`src/ovp_pkg.sv`:
```
// Purpose: shared constants and types for the output volume and path register bank
// Assumes: 8-bit register address, 16-bit register data, four analogue output channels
// Notes:   channel index 0 hp left, 1 hp right, 2 line left, 3 line right
`default_nettype none
package ovp_pkg;

  // bus widths
  localparam int OVP_AW = 8;
  localparam int OVP_DW = 16;

  // register offsets
  localparam logic [7:0] OVP_ADDR_HP_LEFT   = 8'h39;
  localparam logic [7:0] OVP_ADDR_HP_RIGHT  = 8'h3a;
  localparam logic [7:0] OVP_ADDR_LINE_LEFT = 8'h3b;
  localparam logic [7:0] OVP_ADDR_LINE_RIGHT = 8'h3c;
  localparam logic [7:0] OVP_ADDR_SOURCE    = 8'h3d;
  localparam logic [7:0] OVP_ADDR_SERVO     = 8'h43;

  // channel indices, also the servo enable bit positions
  localparam int OVP_NUM_CH     = 4;
  localparam int OVP_CH_HP_L    = 0;
  localparam int OVP_CH_HP_R    = 1;
  localparam int OVP_CH_LINE_L  = 2;
  localparam int OVP_CH_LINE_R  = 3;

  // level register field positions
  localparam int OVP_SILENCE_BIT = 8;
  localparam int OVP_UPDATE_BIT  = 7;
  localparam int OVP_ZC_BIT      = 6;
  localparam int OVP_LEVEL_MSB   = 5;
  localparam int OVP_LEVEL_W     = 6;
  localparam int OVP_GAIN_W      = 7;

  // reset values and the code that means 0 dB
  localparam logic [5:0] OVP_HP_LEVEL_RST   = 6'h2d;
  localparam logic [5:0] OVP_LINE_LEVEL_RST = 6'h39;
  localparam logic [5:0] OVP_ZERO_DB_CODE   = 6'h39;
  localparam logic [3:0] OVP_SOURCE_RST     = 4'h0;
  localparam logic [3:0] OVP_SERVO_RST      = 4'h0;

  // what the analogue side needs for one output
  typedef struct packed {
    logic       silence;
    logic       zero_cross_en;
    logic       bypass_sel;
    logic       servo_en;
    logic [5:0] level;
    logic [6:0] gain_db;
  } ovp_chan_t;

  // whole state of the register bank
  typedef struct packed {
    logic [3:0]      silence;
    logic [3:0]      zero_cross_en;
    logic [3:0]      bypass_sel;
    logic [3:0]      servo_en;
    logic [3:0][5:0] pending;
    logic [3:0][5:0] applied;
    logic [3:0][6:0] gain_db;
    logic [15:0]     rd_data;
  } ovp_state_t;

  // code 0 is -57 dB, 1 dB per step, two's complement result
  function automatic logic [6:0] ovp_level_to_db(input logic [5:0] code);
    ovp_level_to_db = {1'b0, code} - {1'b0, OVP_ZERO_DB_CODE};
  endfunction : ovp_level_to_db

  function automatic ovp_state_t ovp_reset_state();
    ovp_state_t s;
    s = '0;
    s.bypass_sel = OVP_SOURCE_RST;
    s.servo_en   = OVP_SERVO_RST;
    for (int c = 0; c < OVP_NUM_CH; c++) begin
      s.pending[c] = (c < OVP_CH_LINE_L) ? OVP_HP_LEVEL_RST : OVP_LINE_LEVEL_RST;
      s.applied[c] = s.pending[c];
      s.gain_db[c] = ovp_level_to_db(s.pending[c]);
    end
    ovp_reset_state = s;
  endfunction : ovp_reset_state

  localparam ovp_state_t OVP_STATE_RST = ovp_reset_state();

endpackage : ovp_pkg
`default_nettype wire

```
`src/ovp_output_volume_path_regs.sv`:
```
// Purpose: register bank for headphone and line output level, silence, zero-cross, source and servo
// Assumes: plain register port, read data valid only in the cycle after the read strobe
// Notes:   what this block does is listed below, channel order hp left, hp right, line left, line right
//
// Local design decision: strobed register access.
`timescale 1ns/100ps
`default_nettype none
module ovp_output_volume_path_regs
  import ovp_pkg::*;
(
  input  wire logic                    clk_sys_i,
  input  wire logic                    rst_n_i,
  input  wire logic [OVP_AW-1:0]       addr_i,
  input  wire logic [OVP_DW-1:0]       wr_data_i,
  input  wire logic                    wr_en_i,
  input  wire logic                    rd_en_i,
  output logic      [OVP_DW-1:0]       rd_data_o,
  output ovp_chan_t [OVP_NUM_CH-1:0]   chan_o
);

  ovp_state_t st_r;
  ovp_state_t st_nxt;

  // which channel a level register address belongs to
  logic       lvl_hit;
  logic [1:0] lvl_ch;
  logic       hp_upd;
  logic       line_upd;

  // address decode for the four level registers
  always_comb begin
    lvl_hit = 1'b1;
    lvl_ch  = 2'h0;
    case (addr_i)
      OVP_ADDR_HP_LEFT: begin
        lvl_ch = 2'(OVP_CH_HP_L);
      end
      OVP_ADDR_HP_RIGHT: begin
        lvl_ch = 2'(OVP_CH_HP_R);
      end
      OVP_ADDR_LINE_LEFT: begin
        lvl_ch = 2'(OVP_CH_LINE_L);
      end
      OVP_ADDR_LINE_RIGHT: begin
        lvl_ch = 2'(OVP_CH_LINE_R);
      end
      default: begin
        lvl_hit = 1'b0;
      end
    endcase
  end

  // next state: writes, paired level update, gain and read mux
  always_comb begin
    st_nxt   = st_r;
    hp_upd   = 1'b0;
    line_upd = 1'b0;

    // field writes, bits outside the defined fields are dropped
    if (wr_en_i && lvl_hit) begin
      st_nxt.silence[lvl_ch]       = wr_data_i[OVP_SILENCE_BIT];
      st_nxt.zero_cross_en[lvl_ch] = wr_data_i[OVP_ZC_BIT];
      st_nxt.pending[lvl_ch]       = wr_data_i[OVP_LEVEL_MSB:0];
      if (lvl_ch == 2'(OVP_CH_HP_L) || lvl_ch == 2'(OVP_CH_HP_R)) begin
        hp_upd = wr_data_i[OVP_UPDATE_BIT];
      end else begin
        line_upd = wr_data_i[OVP_UPDATE_BIT];
      end
    end
    if (wr_en_i && addr_i == OVP_ADDR_SOURCE) begin
      // register bit order is reversed against channel order
      st_nxt.bypass_sel[OVP_CH_HP_L]   = wr_data_i[3];
      st_nxt.bypass_sel[OVP_CH_HP_R]   = wr_data_i[2];
      st_nxt.bypass_sel[OVP_CH_LINE_L] = wr_data_i[1];
      st_nxt.bypass_sel[OVP_CH_LINE_R] = wr_data_i[0];
    end
    if (wr_en_i && addr_i == OVP_ADDR_SERVO) begin
      st_nxt.servo_en = wr_data_i[OVP_NUM_CH-1:0];
    end

    // the pair moves together so left and right never differ mid-change;
    // the level written in the same access is already included
    if (hp_upd) begin
      st_nxt.applied[OVP_CH_HP_L] = st_nxt.pending[OVP_CH_HP_L];
      st_nxt.applied[OVP_CH_HP_R] = st_nxt.pending[OVP_CH_HP_R];
    end
    if (line_upd) begin
      st_nxt.applied[OVP_CH_LINE_L] = st_nxt.pending[OVP_CH_LINE_L];
      st_nxt.applied[OVP_CH_LINE_R] = st_nxt.pending[OVP_CH_LINE_R];
    end

    // gain in dB follows the applied code in the same cycle
    for (int c = 0; c < OVP_NUM_CH; c++) begin
      st_nxt.gain_db[c] = ovp_level_to_db(st_nxt.applied[c]);
    end

    // read data stands for one cycle only, zero otherwise
    st_nxt.rd_data = '0;
    if (rd_en_i) begin
      if (lvl_hit) begin
        // update bit is an action, it reads back as zero
        st_nxt.rd_data[OVP_SILENCE_BIT]   = st_r.silence[lvl_ch];
        st_nxt.rd_data[OVP_ZC_BIT]        = st_r.zero_cross_en[lvl_ch];
        st_nxt.rd_data[OVP_LEVEL_MSB:0]   = st_r.pending[lvl_ch];
      end else if (addr_i == OVP_ADDR_SOURCE) begin
        st_nxt.rd_data[3] = st_r.bypass_sel[OVP_CH_HP_L];
        st_nxt.rd_data[2] = st_r.bypass_sel[OVP_CH_HP_R];
        st_nxt.rd_data[1] = st_r.bypass_sel[OVP_CH_LINE_L];
        st_nxt.rd_data[0] = st_r.bypass_sel[OVP_CH_LINE_R];
      end else if (addr_i == OVP_ADDR_SERVO) begin
        st_nxt.rd_data[OVP_NUM_CH-1:0] = st_r.servo_en;
      end
    end
  end

  // single state register, constant reset value
  always_ff @(posedge clk_sys_i or negedge rst_n_i) begin
    if (!rst_n_i) begin
      st_r <= OVP_STATE_RST;
    end else begin
      st_r <= st_nxt;
    end
  end

  // outputs taken straight from the state flops
  assign rd_data_o = st_r.rd_data;
  for (genvar g = 0; g < OVP_NUM_CH; g++) begin : g_chan
    assign chan_o[g].silence       = st_r.silence[g];
    assign chan_o[g].zero_cross_en = st_r.zero_cross_en[g];
    assign chan_o[g].bypass_sel    = st_r.bypass_sel[g];
    assign chan_o[g].servo_en      = st_r.servo_en[g];
    assign chan_o[g].level         = st_r.applied[g];
    assign chan_o[g].gain_db       = st_r.gain_db[g];
  end

endmodule : ovp_output_volume_path_regs
`default_nettype wire

```
`config.mk`:
```
export PLATFORM = sky130hd
export DESIGN_NAME = ovp_output_volume_path_regs
export DESIGN_NICKNAME = d
export VERILOG_FILES = /design/src/ovp_pkg.sv /design/src/ovp_output_volume_path_regs.sv
export SDC_FILE = /design/constraint.sdc
export NUM_CORES = 1
export LEC_CHECK = 0
export BUFFER_PORTS_ARGS = -buffer_cell sky130_fd_sc_hd__buf_2
export CAP_MARGIN = 20
export CORE_ASPECT_RATIO = 2
export CORE_MARGIN = 4
export CORE_UTILIZATION = 50
export DETAILED_ROUTE_END_ITERATION = 7
export GPL_TIMING_DRIVEN = 0
export HOLD_SLACK_MARGIN = 0.08
export PLACE_DENSITY = 0.71
export SYNTH_ARGS = -nofsm -noshare
export SYNTH_HDL_FRONTEND = slang
export SYNTH_SLANG_ARGS = --single-unit
```
`constraint.sdc`:
```
create_clock -name clk_sys_i -period 3.3 [get_ports clk_sys_i]
set_input_delay 0.495 -clock clk_sys_i [delete_from_list [all_inputs] [get_ports clk_sys_i]]
set_output_delay 0.495 -clock clk_sys_i [all_outputs]
set_load 0.005 [all_outputs]
```
Word-level counts from Yosys, hierarchy flattened. Cells that the tools add are included.

Register bits: 100. Latch bits: 0. Bits in writable memories: 0. ROM bits: 0. Output and inout port bits: 84. Word-level logic and storage cells: 66. Memories kept: 0.

Add/sub/neg operators: 4. Multiply operators: 0. Divide/modulo/power cells: 0. Magnitude comparators: 2. Equal/unequal tests: 7. Shift operators: 0. Mux-type cells: 29. Bitwise logic cells: 0. Reductions and logical operators: 7.

Operators by type and width (count): 8-bit by 6-bit == test with 1-bit output, second input constant (5); 6-bit by 6-bit subtractor with 7-bit output, second input constant (4); 24-bit bitwise mux (1); 12-bit two-way mux (2); 24-bit two-way mux (1); 6-bit binary-select mux with 2-bit select (1); 6-bit demux with 2-bit select (1); 4-bit two-way mux (3); 6-bit two-way mux (2); 1-bit two-way mux (10); 4-bit bitwise mux (2); 8-bit by 7-bit == test with 1-bit output, second input constant (1); 7-bit two-way mux (1); 2-bit case mux with 3 select lines (1); 1-bit binary-select mux with 2-bit select (2); 1-bit logical AND (4); 4-bit OR reduction (1); 2-bit by 3-bit less-than comparator with 1-bit output, second input constant (1); 3-bit two-way mux (1); 1-bit demux with 2-bit select (1); 2-bit by 1-bit == test with 1-bit output, second input constant (1); 2-bit by 1-bit greater-or-equal comparator with 1-bit output, second input constant (1); 2-bit logical NOT (1); 1-bit logical OR (1).

Longest topological paths before layout. Gate-level depths: netlist of run 1.

Word-level depth: 10. Depth in mapped cells: 12.

Worst setup path after synthesis of run 1. Ideal clock, no wire load.

Path type: in2reg. From: input addr_i[1]. To: register st_r (netlist bit chan_o[21]). Arrival: 2.563 ns. Data required time: 3.225 ns. Setup slack: 0.662 ns. Cell stages on the path: 11. Cell sequence: clkbuf_1 nand2b_1 or4_4 buf_6 mux2_4 mux2_4 inv_1 ha_1 inv_1 o21ai_0 xnor2_1.

RTL lines: start: declaration (RTL line ovp_output_volume_path_regs.sv:13) `input wire logic [OVP_AW-1:0] addr_i,`; end signal: assignment (RTL line ovp_output_volume_path_regs.sv:121) `st_r <= st_nxt;`; end: declaration (RTL line ovp_output_volume_path_regs.sv:21) `ovp_state_t st_r;`.

==> flow_summary.ini, run 1 <==
[worst_setup_path]
category_of_the_worst_setup_path_launch_point = primary input
worst_path_max_delay_cell = sky130_fd_sc_hd__nor2_1
r2r_slack_ps = 1550
crit_path_max_incr_delay_ps = 530
cp-end-kind = register
worstPathMaxFanout = 10
rr_startpoint = st_r[75]
critPathRequiredTime_ps = 3570
r2r_cells = 9
timing_worst_setup_path_type = primary input to register
crit_path_cell_trace = buf_2, nor2_1, nand3_1, nor3_4, mux2_2, inv_1, ha_1, inv_1, o21ai_0, xnor2_1
cp.arrival_ps = 3090
cell_repeated_most_along_the_worst_path = sky130_fd_sc_hd__inv_1
worstReg2RegEnd = chan_o[21]

[synth]
synthesis.area_per_instance_sq_um = 11.4
synth_top_area_cell = sky130_fd_sc_hd__dfrtp_1
netlist_instances = 445
netlist_top_cells_area = sky130_fd_sc_hd__dfrtp_1 29%, sky130_fd_sc_hd__dfstp_2 21%, sky130_fd_sc_hd__buf_4 13%, sky130_fd_sc_hd__mux2_2 9.7%, sky130_fd_sc_hd__xnor2_1 2.6%
yosysUniqueCellTypes = 59
ys_seq_area_share_pct = 50.1
postSynth.topFlopCell = sky130_fd_sc_hd__dfrtp_1
postSynthRegisterBits = 100
synth_edf_count = 0
post-synth-top-area-fraction_pct = 29.5
synth.yosys.warnings = 0
ys_async_sr_fraction_pct = 100
netlist_area_sq_mm = 0.00509

[sta]
clock-skew-final_ps = 4.28
total_of_endpoints_with_negative_setup_slack_in_the_final_report = 0
fin_crit_ps = 2820
tns_ps = 0
grt_setup_unrepaired = no
slew-limit-headroom_pct = 44.7
min_period_over_period_pct = 85.5
worst-slew-pin-transition_ps = 824
drv_slew = 0
hold_viol = 0
maximum_clock_frequency_mhz = 355
postLayoutSetupSlackWorst_ps = 479

[job]
maxCapViolCount = 0

[die]
design.portCount = 112
floorplan.core_area_sq_mm = 0.00983
site_row_count = 51
floorplan.die_area_sq_mm = 0.0120
start_util_pct = 51.8
die_height_microns = 151
die_width_microns = 79.3

[global_routing]
grt_max_degree = 64
grt_pass1_wl_microns = 19000
first_global_vias = 3753
antenna_found_initial = 0
groute.usage.overall_pct = 21.1
grt_remaining_overflow = 0

[power]
cellPowerDensity_mw_per_mm2 = 427
static-leakage-power_nw = 3.00
ir_worst_vdd_uv = 291

[clock_tree]
tritoncts_clock_tree = yes
post-cts-setup-buffers = 0
insertion_delay_ps = 350
post_cts_resized = 0
cts.clk_slew.worst_paths_ps = 60
cts_num_sinks = 100
htree_levels = 3
clockRootBuffer = sky130_fd_sc_hd__clkbuf_16
cts_buf_count = 9
clock_path_buffers = 2
holdBufCountCts = 0

[drt]
detail_route.first_pass.iterations = 4
postRouteAntennaNets = 0
initialDrtViolationCount = 182
vias_per_cell = 5.04
route.detailed.wl_per_inst_microns = 17.0
postRouteWirelength_microns = 11800
via_count = 3499
remaining_drc_errors = 0

[placed_design]
gp_routability_congestion = 0.882
place.detailed.hpwl_microns = 9190
io_buffers = 93
post-place-ws_ps = 86.2

[final_layout]
diodes = 0
syn2layout_area_growth_pct = 18.9
finalNetCount = 589
share_of_final_layout_standard_cells_stronger_than_drive_strength_1_pct = 54.3

[min_path]
worst_hold_path_type = primary input to asynchronous set/reset pin

[run_status]
status = finished, final reports clean
## power breakdown
part / leakage (nW) / internal [mW] / switching (mW)
clock: 0.142 / 0.530 / 0.449
sequential: 1.16 / 1.29 / 0.0281
combinational: 1.69 / 0.137 / 0.149
total: 3.00 / 1.96 / 0.626
## worst max-delay path by stage
stage,start,end,slack (ps)
finish,addr_i[7],chan_o[21],480
global route,addr_i[7],chan_o[21],230
CTS,addr_i[7],chan_o[21],450
detailed placement,addr_i[7],chan_o[21],90
global placement,addr_i[7],chan_o[21],140
floorplan,addr_i[1],chan_o[21],660
## cell families (layout without fill, tap and decap cells)
family | count (synthesis) | after routing | synth area share, %
adders and majority gates | 4 | 4 | 0.983
xor gates and xnor gates | 17 | 17 | 2.93
buffers and inverters | 127 | 237 | 16.0
DFF | 100 | 100 | 50.1
muxes | 54 | 54 | 11.9
other | 1 | 8 | 0.0737
AOI/OAI and AO/OA | 67 | 67 | 8.73
and+or+nand+nor | 75 | 75 | 9.24
## placed cells by master, fill, tap and decap left out, drive strengths merged, types with 10 or more instances in the layout
cell,n
buf,187
dfrtp,60
mux2,48
dfstp,40
inv,30
a21oi,20
xnor2,15
nand2,15
clkbuf,15
o21ai,13
nor3,10
## metrics by stage
stage | instance area [sq um] | hold slack (ps) | power [mW] | cells | utilization, %
after CTS | 6050 | 130 | 2.61 | 694 | 61.6
final | 6050 | 114 | 2.58 | 694 | 61.6
after global routing | 6050 | 148 | 2.69 | 694 | 61.6
after floorplan | 5120 | 199 | 1.50 | 452 | -
after global placement | 5750 | 503 | 1.62 | 677 | 58.5
after detailed placement | 5780 | 501 | 1.63 | 678 | 58.8
## layout make-up
cell class | count | area, sq um
fillers | 875 | 3770
clock buffers | 10 | 239
well taps | 132 | 165
repair buffers | 94 | 495
clock inverters | 6 | 37.5
flip-flops and latches | 100 | 2550
inverters | 29 | 109
multi-input cells | 225 | 1750
plain buffers | 98 | 703
## flip-flops by register name (all words and copies together) (netlist names)
| name | flops |
|---|---|
| rd_data_o | 8 |
| st_r | 24 |
| chan_o | 68 |
## synthesized netlist by cell type (all sizes together) (5+ instances only)
cell type and count:
dfrtp 60, clkbuf 5, nand4 7, mux2 48, a22oi 7, buf 93
a21oi 20, o21ai 13, inv 29, dfstp 40, xnor2 15, or2 5
nor2 8, mux2i 6, nand2 15, nor3 10
## critical path: cells and delay by family
| family | cells | cell delay [ps] |
|---|---|---|
| xor gates and xnor gates | 1 | 140 |
| buffers and inverters | 3 | 270 |
| muxes | 1 | 450 |
| and+or+nand+nor | 3 | 1390 |
| adders and majority gates | 1 | 130 |
| AOI/OAI and AO/OA | 1 | 210 |
## per-layer routing
layer,GRT usage (%),share of wire [%]
met5,0,0
met3,2.93,4.5
met4,10.3,3.6
met1,21.4,34
met2,40.8,58
Power figures use the tool's default switching activity.
==> run 2, diff against run 1 <==
--- a/config.mk
+++ b/config.mk
@@ -9,11 +9,12 @@
 export CAP_MARGIN = 20
 export CORE_ASPECT_RATIO = 2
 export CORE_MARGIN = 4
-export CORE_UTILIZATION = 50
+export CORE_UTILIZATION = 59
 export DETAILED_ROUTE_END_ITERATION = 7
 export GPL_TIMING_DRIVEN = 0
 export HOLD_SLACK_MARGIN = 0.08
-export PLACE_DENSITY = 0.71
+export PLACE_DENSITY = 0.83
+export SLEW_MARGIN = 20
 export SYNTH_ARGS = -nofsm -noshare
 export SYNTH_HDL_FRONTEND = slang
 export SYNTH_SLANG_ARGS = --single-unit
==> run 2 against run 1 <==
Sequential cell count is the same. Wire length down 0.86%. Combinational power barely moved. Setup slack improved by 3.7 ps. Sequential power about the same. Non-clock buffer count increased by 1. Clock skew is 1.2 ps lower. Cell count is 4.8% lower. Cell area is 0.17% lower. Clock power is 6% higher. Critical path type unchanged. Critical endpoint unchanged. Highest routed layer unchanged.
==> flow_summary.ini, run 2 (synthesis results as in run 1) <==
[clock_tree]
cts.clk_slew.worst_paths_ps = 60
cts_num_sinks = 100
clockRootBuffer = sky130_fd_sc_hd__clkbuf_16
clock_path_buffers = 2
post_cts_resized = 0
tritoncts_clock_tree = yes
cts_buf_count = 9
htree_levels = 3
insertion_delay_ps = 340
post-cts-setup-buffers = 0

[die]
floorplan.die_area_sq_mm = 0.0103
site_row_count = 47
design.portCount = 112
die_height_microns = 139
floorplan.core_area_sq_mm = 0.00835
start_util_pct = 61.0
die_width_microns = 73.7

[global_routing]
first_global_vias = 3799
antenna_found_initial = 0
grt_pass1_wl_microns = 18800
grt_remaining_overflow = 0
grt_max_degree = 69
groute.usage.overall_pct = 24.1

[sta]
min_period_over_period_pct = 85.4
drv_slew = 0
maximum_clock_frequency_mhz = 355
total_of_endpoints_with_negative_setup_slack_in_the_final_report = 0
clock-skew-final_ps = 3.07
hold_viol = 0
worst-slew-pin-transition_ps = 784
tns_ps = 0
postLayoutSetupSlackWorst_ps = 483
fin_crit_ps = 2820
slew-limit-headroom_pct = 47.4
grt_setup_unrepaired = no
timing.hold.ws_ps = 440

[drt]
postRouteWirelength_microns = 11700
remaining_drc_errors = 0
vias_per_cell = 5.37
route.detailed.wl_per_inst_microns = 17.7
initialDrtViolationCount = 191
detail_route.first_pass.iterations = 4
via_count = 3550
postRouteAntennaNets = 0

[power]
cellPowerDensity_mw_per_mm2 = 438
ir_worst_vdd_uv = 396
static-leakage-power_nw = 3.01

[final_layout]
max_ffs_per_register = 68
fill_cells = 602
most-common-layout-cells = 99 x sky130_fd_sc_hd__buf_2, 85 x sky130_fd_sc_hd__buf_4, 60 x sky130_fd_sc_hd__dfrtp_1
share_of_final_layout_standard_cells_stronger_than_drive_strength_1_pct = 53.8
syn2layout_area_growth_pct = 18.7
layout.area.seq_sq_mm = 0.00255
diodes = 0
area_of_the_multi_input_gates_sq_mm = 0.00175
finalNetCount = 590
layout.cells.most_common = sky130_fd_sc_hd__buf_2

[worst_setup_path]
category_of_the_worst_setup_path_launch_point = primary input
cp.arrival_ps = 3080
cp-end-kind = register
worstPathMaxFanout = 10
critPathRequiredTime_ps = 3560
timing_worst_setup_path_type = primary input to register

[min_path]
worst_hold_path_type = primary input to register

[placed_design]
gp_routability_congestion = 0.928
place.detailed.hpwl_microns = 9090
io_buffers = 93
post-place-ws_ps = 184

[run_status]
status = finished, final reports clean

[job]
maxCapViolCount = 0
[run 2: final cells by class]
type / instances / share of cell area, %
repair buffers: 95 / 8.43
multi-input cells: 225 / 29.0
inverters: 29 / 1.80
clock inverters: 4 / 0.807
flip-flops and latches: 100 / 42.2
well taps: 98 / 2.03
plain buffers: 98 / 11.6
clock buffers: 12 / 4.08
[run 2: worst max-delay path: stages]
cell                      delay, ps
sky130_fd_sc_hd__buf_2          130
sky130_fd_sc_hd__nor2_1         520
sky130_fd_sc_hd__nand3_1        320
sky130_fd_sc_hd__nor3_4         540
sky130_fd_sc_hd__mux2_2         450
sky130_fd_sc_hd__inv_1           70
sky130_fd_sc_hd__ha_1           140
sky130_fd_sc_hd__inv_1           70
sky130_fd_sc_hd__o21ai_0        200
sky130_fd_sc_hd__xnor2_1        150
[run 2: what timing repair did]
| item | 4_1_cts | 5_1_grt |
|---|---|---|
| hold buffers | 1 | 0 |
| endpoints found under the hold margin | 31 | 0 |
| endpoints found under the setup margin | 0 | 0 |
[run 2: metal layers]
metal	part of all wire [%]	track usage, %	vias to the layer above
li1	-	-	1671
met1	34	25.6	1745
met2	58	44.7	102
met3	4.1	3.61	32
met4	3.6	10.6	0
met5	0	0	-
[run 2: power breakdown]
part	leakage, nW	internal (mW)	switching, mW	total [mW]
sequential	1.16	1.29	0.0291	1.32
clock	0.147	0.608	0.429	1.04
combinational	1.70	0.139	0.151	0.289
total	3.01	2.04	0.609	2.65
[run 2: worst paths after layout]
| check | slack (ps) | startpoint | depth (start not counted) | endpoint |
|---|---|---|---|---|
| max in group asynchronous | 2030 | rst_n_i | 3 | chan_o[4] |
| worst min-delay path | 440 | wr_data_i[6] | 2 | chan_o[66] |
| min in group asynchronous | 610 | rst_n_i | 2 | chan_o[38] |
| worst max-delay path | 480 | addr_i[7] | 10 | chan_o[21] |
| worst max register to register | 1520 | st_r[75] | 9 | chan_o[21] |
| worst min register to register | 530 | st_r[80] | 2 | st_r[80] |
[run 2: through the flow]
step           instance area, sq um  utilization (%)  total power [mW]  cells
2_1_floorplan                  5120                -              1.50    452
3_3_place_gp                   5700             68.3              1.61    643
3_5_place_dp                   5740             68.7              1.63    644
4_1_cts                        6040             72.4              2.66    661
5_1_grt                        6040             72.4              2.74    661
6_report                       6040             72.4              2.65    661
==> run 3, diff against run 2 <==
--- a/config.mk
+++ b/config.mk
@@ -13,7 +13,7 @@
 export DETAILED_ROUTE_END_ITERATION = 7
 export GPL_TIMING_DRIVEN = 0
 export HOLD_SLACK_MARGIN = 0.08
-export PLACE_DENSITY = 0.83
+export PLACE_DENSITY = 0.86
 export SLEW_MARGIN = 20
 export SYNTH_ARGS = -nofsm -noshare
 export SYNTH_HDL_FRONTEND = slang
==> constraint.sdc (replaced) <==
create_clock -name clk_sys_i -period 3.3 [get_ports clk_sys_i]
set_input_delay 0.66 -clock clk_sys_i [delete_from_list [all_inputs] [get_ports clk_sys_i]]
set_output_delay 0.66 -clock clk_sys_i [all_outputs]
set_load 0.005 [all_outputs]
==> run 3 against run 2 <==
Sequential power about the same. Count of clock-buffer cells in the layout is 1 lower. Via count rose by 0.11%. Sequential share of layout area is 0.14 points lower. Total power increased by 3.3%. First-iteration DRC count shrank 27%. Global-route usage decreased by 0.063 points. Cell count decreased by 0.15%. Clock skew grew 6.1 ps. Non-clock buffer count is 1 lower. Sequential cell count unchanged. Die area unchanged. Critical endpoint unchanged. Largest cell class unchanged. Highest routed layer unchanged.
==> flow_summary.ini, run 3 (synthesis results as in run 1) <==
[die]
die_width_microns = 73.7
floorplan.die_area_sq_mm = 0.0103
die_height_microns = 139
design.portCount = 112
site_row_count = 47
start_util_pct = 61.0
floorplan.core_area_sq_mm = 0.00835

[global_routing]
grt_remaining_overflow = 0
grt_pass1_wl_microns = 18700
antenna_found_initial = 0
grt_max_degree = 70
groute.usage.overall_pct = 24.0
first_global_vias = 3813

[final_layout]
most-common-layout-cells = 99 x sky130_fd_sc_hd__buf_2, 85 x sky130_fd_sc_hd__buf_4, 60 x sky130_fd_sc_hd__dfrtp_1
syn2layout_area_growth_pct = 19.1
fill_cells = 604
diodes = 0
share_of_final_layout_standard_cells_stronger_than_drive_strength_1_pct = 54.1
finalNetCount = 589
fin_util_pct = 72.6
finish.cell_count_without_fillers = 660
layout.cells.most_common = sky130_fd_sc_hd__buf_2
max_ffs_per_register = 68

[clock_tree]
post_cts_resized = 0
cts.clk_slew.worst_paths_ps = 70
clockRootBuffer = sky130_fd_sc_hd__clkbuf_16
clock_path_buffers = 2
holdBufCountCts = 0
cts_buf_count = 9
post-cts-setup-buffers = 0
cts_num_sinks = 100
tritoncts_clock_tree = yes
insertion_delay_ps = 340
htree_levels = 3

[worst_setup_path]
r2r_slack_ps = 1500
worstPathMaxFanout = 10
timing_worst_setup_path_type = primary input to register
cp.arrival_ps = 3230
category_of_the_worst_setup_path_launch_point = primary input
crit_path_max_incr_delay_ps = 520
cell_repeated_most_along_the_worst_path = sky130_fd_sc_hd__inv_1
cp-end-kind = register
crit_path_cell_trace = buf_2, nor2_1, nand3_1, nor3_4, mux2_2, inv_1, ha_1, inv_1, o21ai_0, xnor2_1
worstReg2RegEnd = chan_o[21]
worst_path_max_delay_cell = sky130_fd_sc_hd__nor3_4
rr_startpoint = st_r[75]
r2r_cells = 9
critPathRequiredTime_ps = 3570

[drt]
postRouteWirelength_microns = 11600
postRouteAntennaNets = 0
route.detailed.wl_per_inst_microns = 17.6
vias_per_cell = 5.38
remaining_drc_errors = 0
detail_route.first_pass.iterations = 7
via_count = 3554
initialDrtViolationCount = 140

[run_status]
status = finished, final reports clean

[placed_design]
post-place-ws_ps = 15.0
place.detailed.hpwl_microns = 8930
dpl.cell_count = 644
io_buffers = 93
gp_routability_congestion = 0.850

[sta]
clock-skew-final_ps = 9.14
tns_ps = 0
postLayoutSetupSlackWorst_ps = 338
worst-slew-pin-transition_ps = 864
hold_viol = 0
drv_slew = 0
slew-limit-headroom_pct = 41.9
total_of_endpoints_with_negative_setup_slack_in_the_final_report = 0
fin_crit_ps = 2960
maximum_clock_frequency_mhz = 338
grt_setup_unrepaired = no
min_period_over_period_pct = 89.8

[min_path]
worst_hold_path_type = primary input to asynchronous set/reset pin

[power]
cellPowerDensity_mw_per_mm2 = 451
total_power_mw = 2.73
ir_worst_vdd_uv = 450
static-leakage-power_nw = 3.01

[job]
maxCapViolCount = 0
-- run 3: cell types whose count changed in the layout (fill, tap and decap cells not counted) --
| cell | previous run | this run |
|---|---|---|
| sky130_fd_sc_hd__clkbuf_1 | 7 | 6 |
| sky130_fd_sc_hd__dlygate4sd3_1 | 1 | 0 |
| sky130_fd_sc_hd__inv_6 | 0 | 1 |
| sky130_fd_sc_hd__bufinv_16 | 1 | 2 |
| sky130_fd_sc_hd__clkinv_2 | 2 | 1 |
-- run 3: how the worst max path moves through the flow --
stage               slack (ps)    endpoint  depth (start not counted)  startpoint
global placement            70  chan_o[56]                          9   addr_i[1]
floorplan                  500  chan_o[21]                         11   addr_i[1]
global route               120  chan_o[56]                          9   addr_i[1]
detailed placement          10  chan_o[21]                         10   addr_i[7]
finish                     340  chan_o[21]                         10   addr_i[7]
CTS                        360  chan_o[56]                          9   addr_i[1]
-- run 3: worst max-delay path: cells and delay by family --
kind / cells / cell delay (ps)
xor+xnor: 1 / 150
fa+ha+maj: 1 / 140
compound gates: 1 / 210
mux: 1 / 450
simple gates: 3 / 1340
buf+inv: 3 / 270
-- run 3: final cells by class --
cell class / instances / area (sq um) / area share, %
Sequential cell: 100 / 2550 / 42.1
Timing Repair Buffer: 94 / 499 / 8.23
Clock inverter: 5 / 82.6 / 1.36
Inverter: 29 / 109 / 1.80
Clock buffer: 11 / 243 / 4.00
Tap cell: 98 / 123 / 2.02
Multi-Input combinational cell: 225 / 1750 / 28.9
Buffer: 98 / 703 / 11.6
-- run 3: where the power goes --
group | switching, mW | leakage (nW) | internal [mW]
Clock | 0.438 | 0.160 | 0.688
Combinational | 0.148 | 1.69 | 0.138
Sequential | 0.0306 | 1.16 | 1.29
-- run 3: layer usage --
metal	GRT usage (%)	up-vias	part of all wire [%]
met5	0	-	0
met2	43.5	120	58
met1	24.6	1740	33
met3	4.55	33	4.3
met4	13.4	0	4.0
li1	-	1661	-
-- run 3: metrics by stage --
step           hold WS (ps)  area (sq um)
2_1_floorplan           364          5120
3_3_place_gp            504          5700
3_5_place_dp            518          5740
4_1_cts                 195          6060
5_1_grt                 207          6060
6_report                192          6060
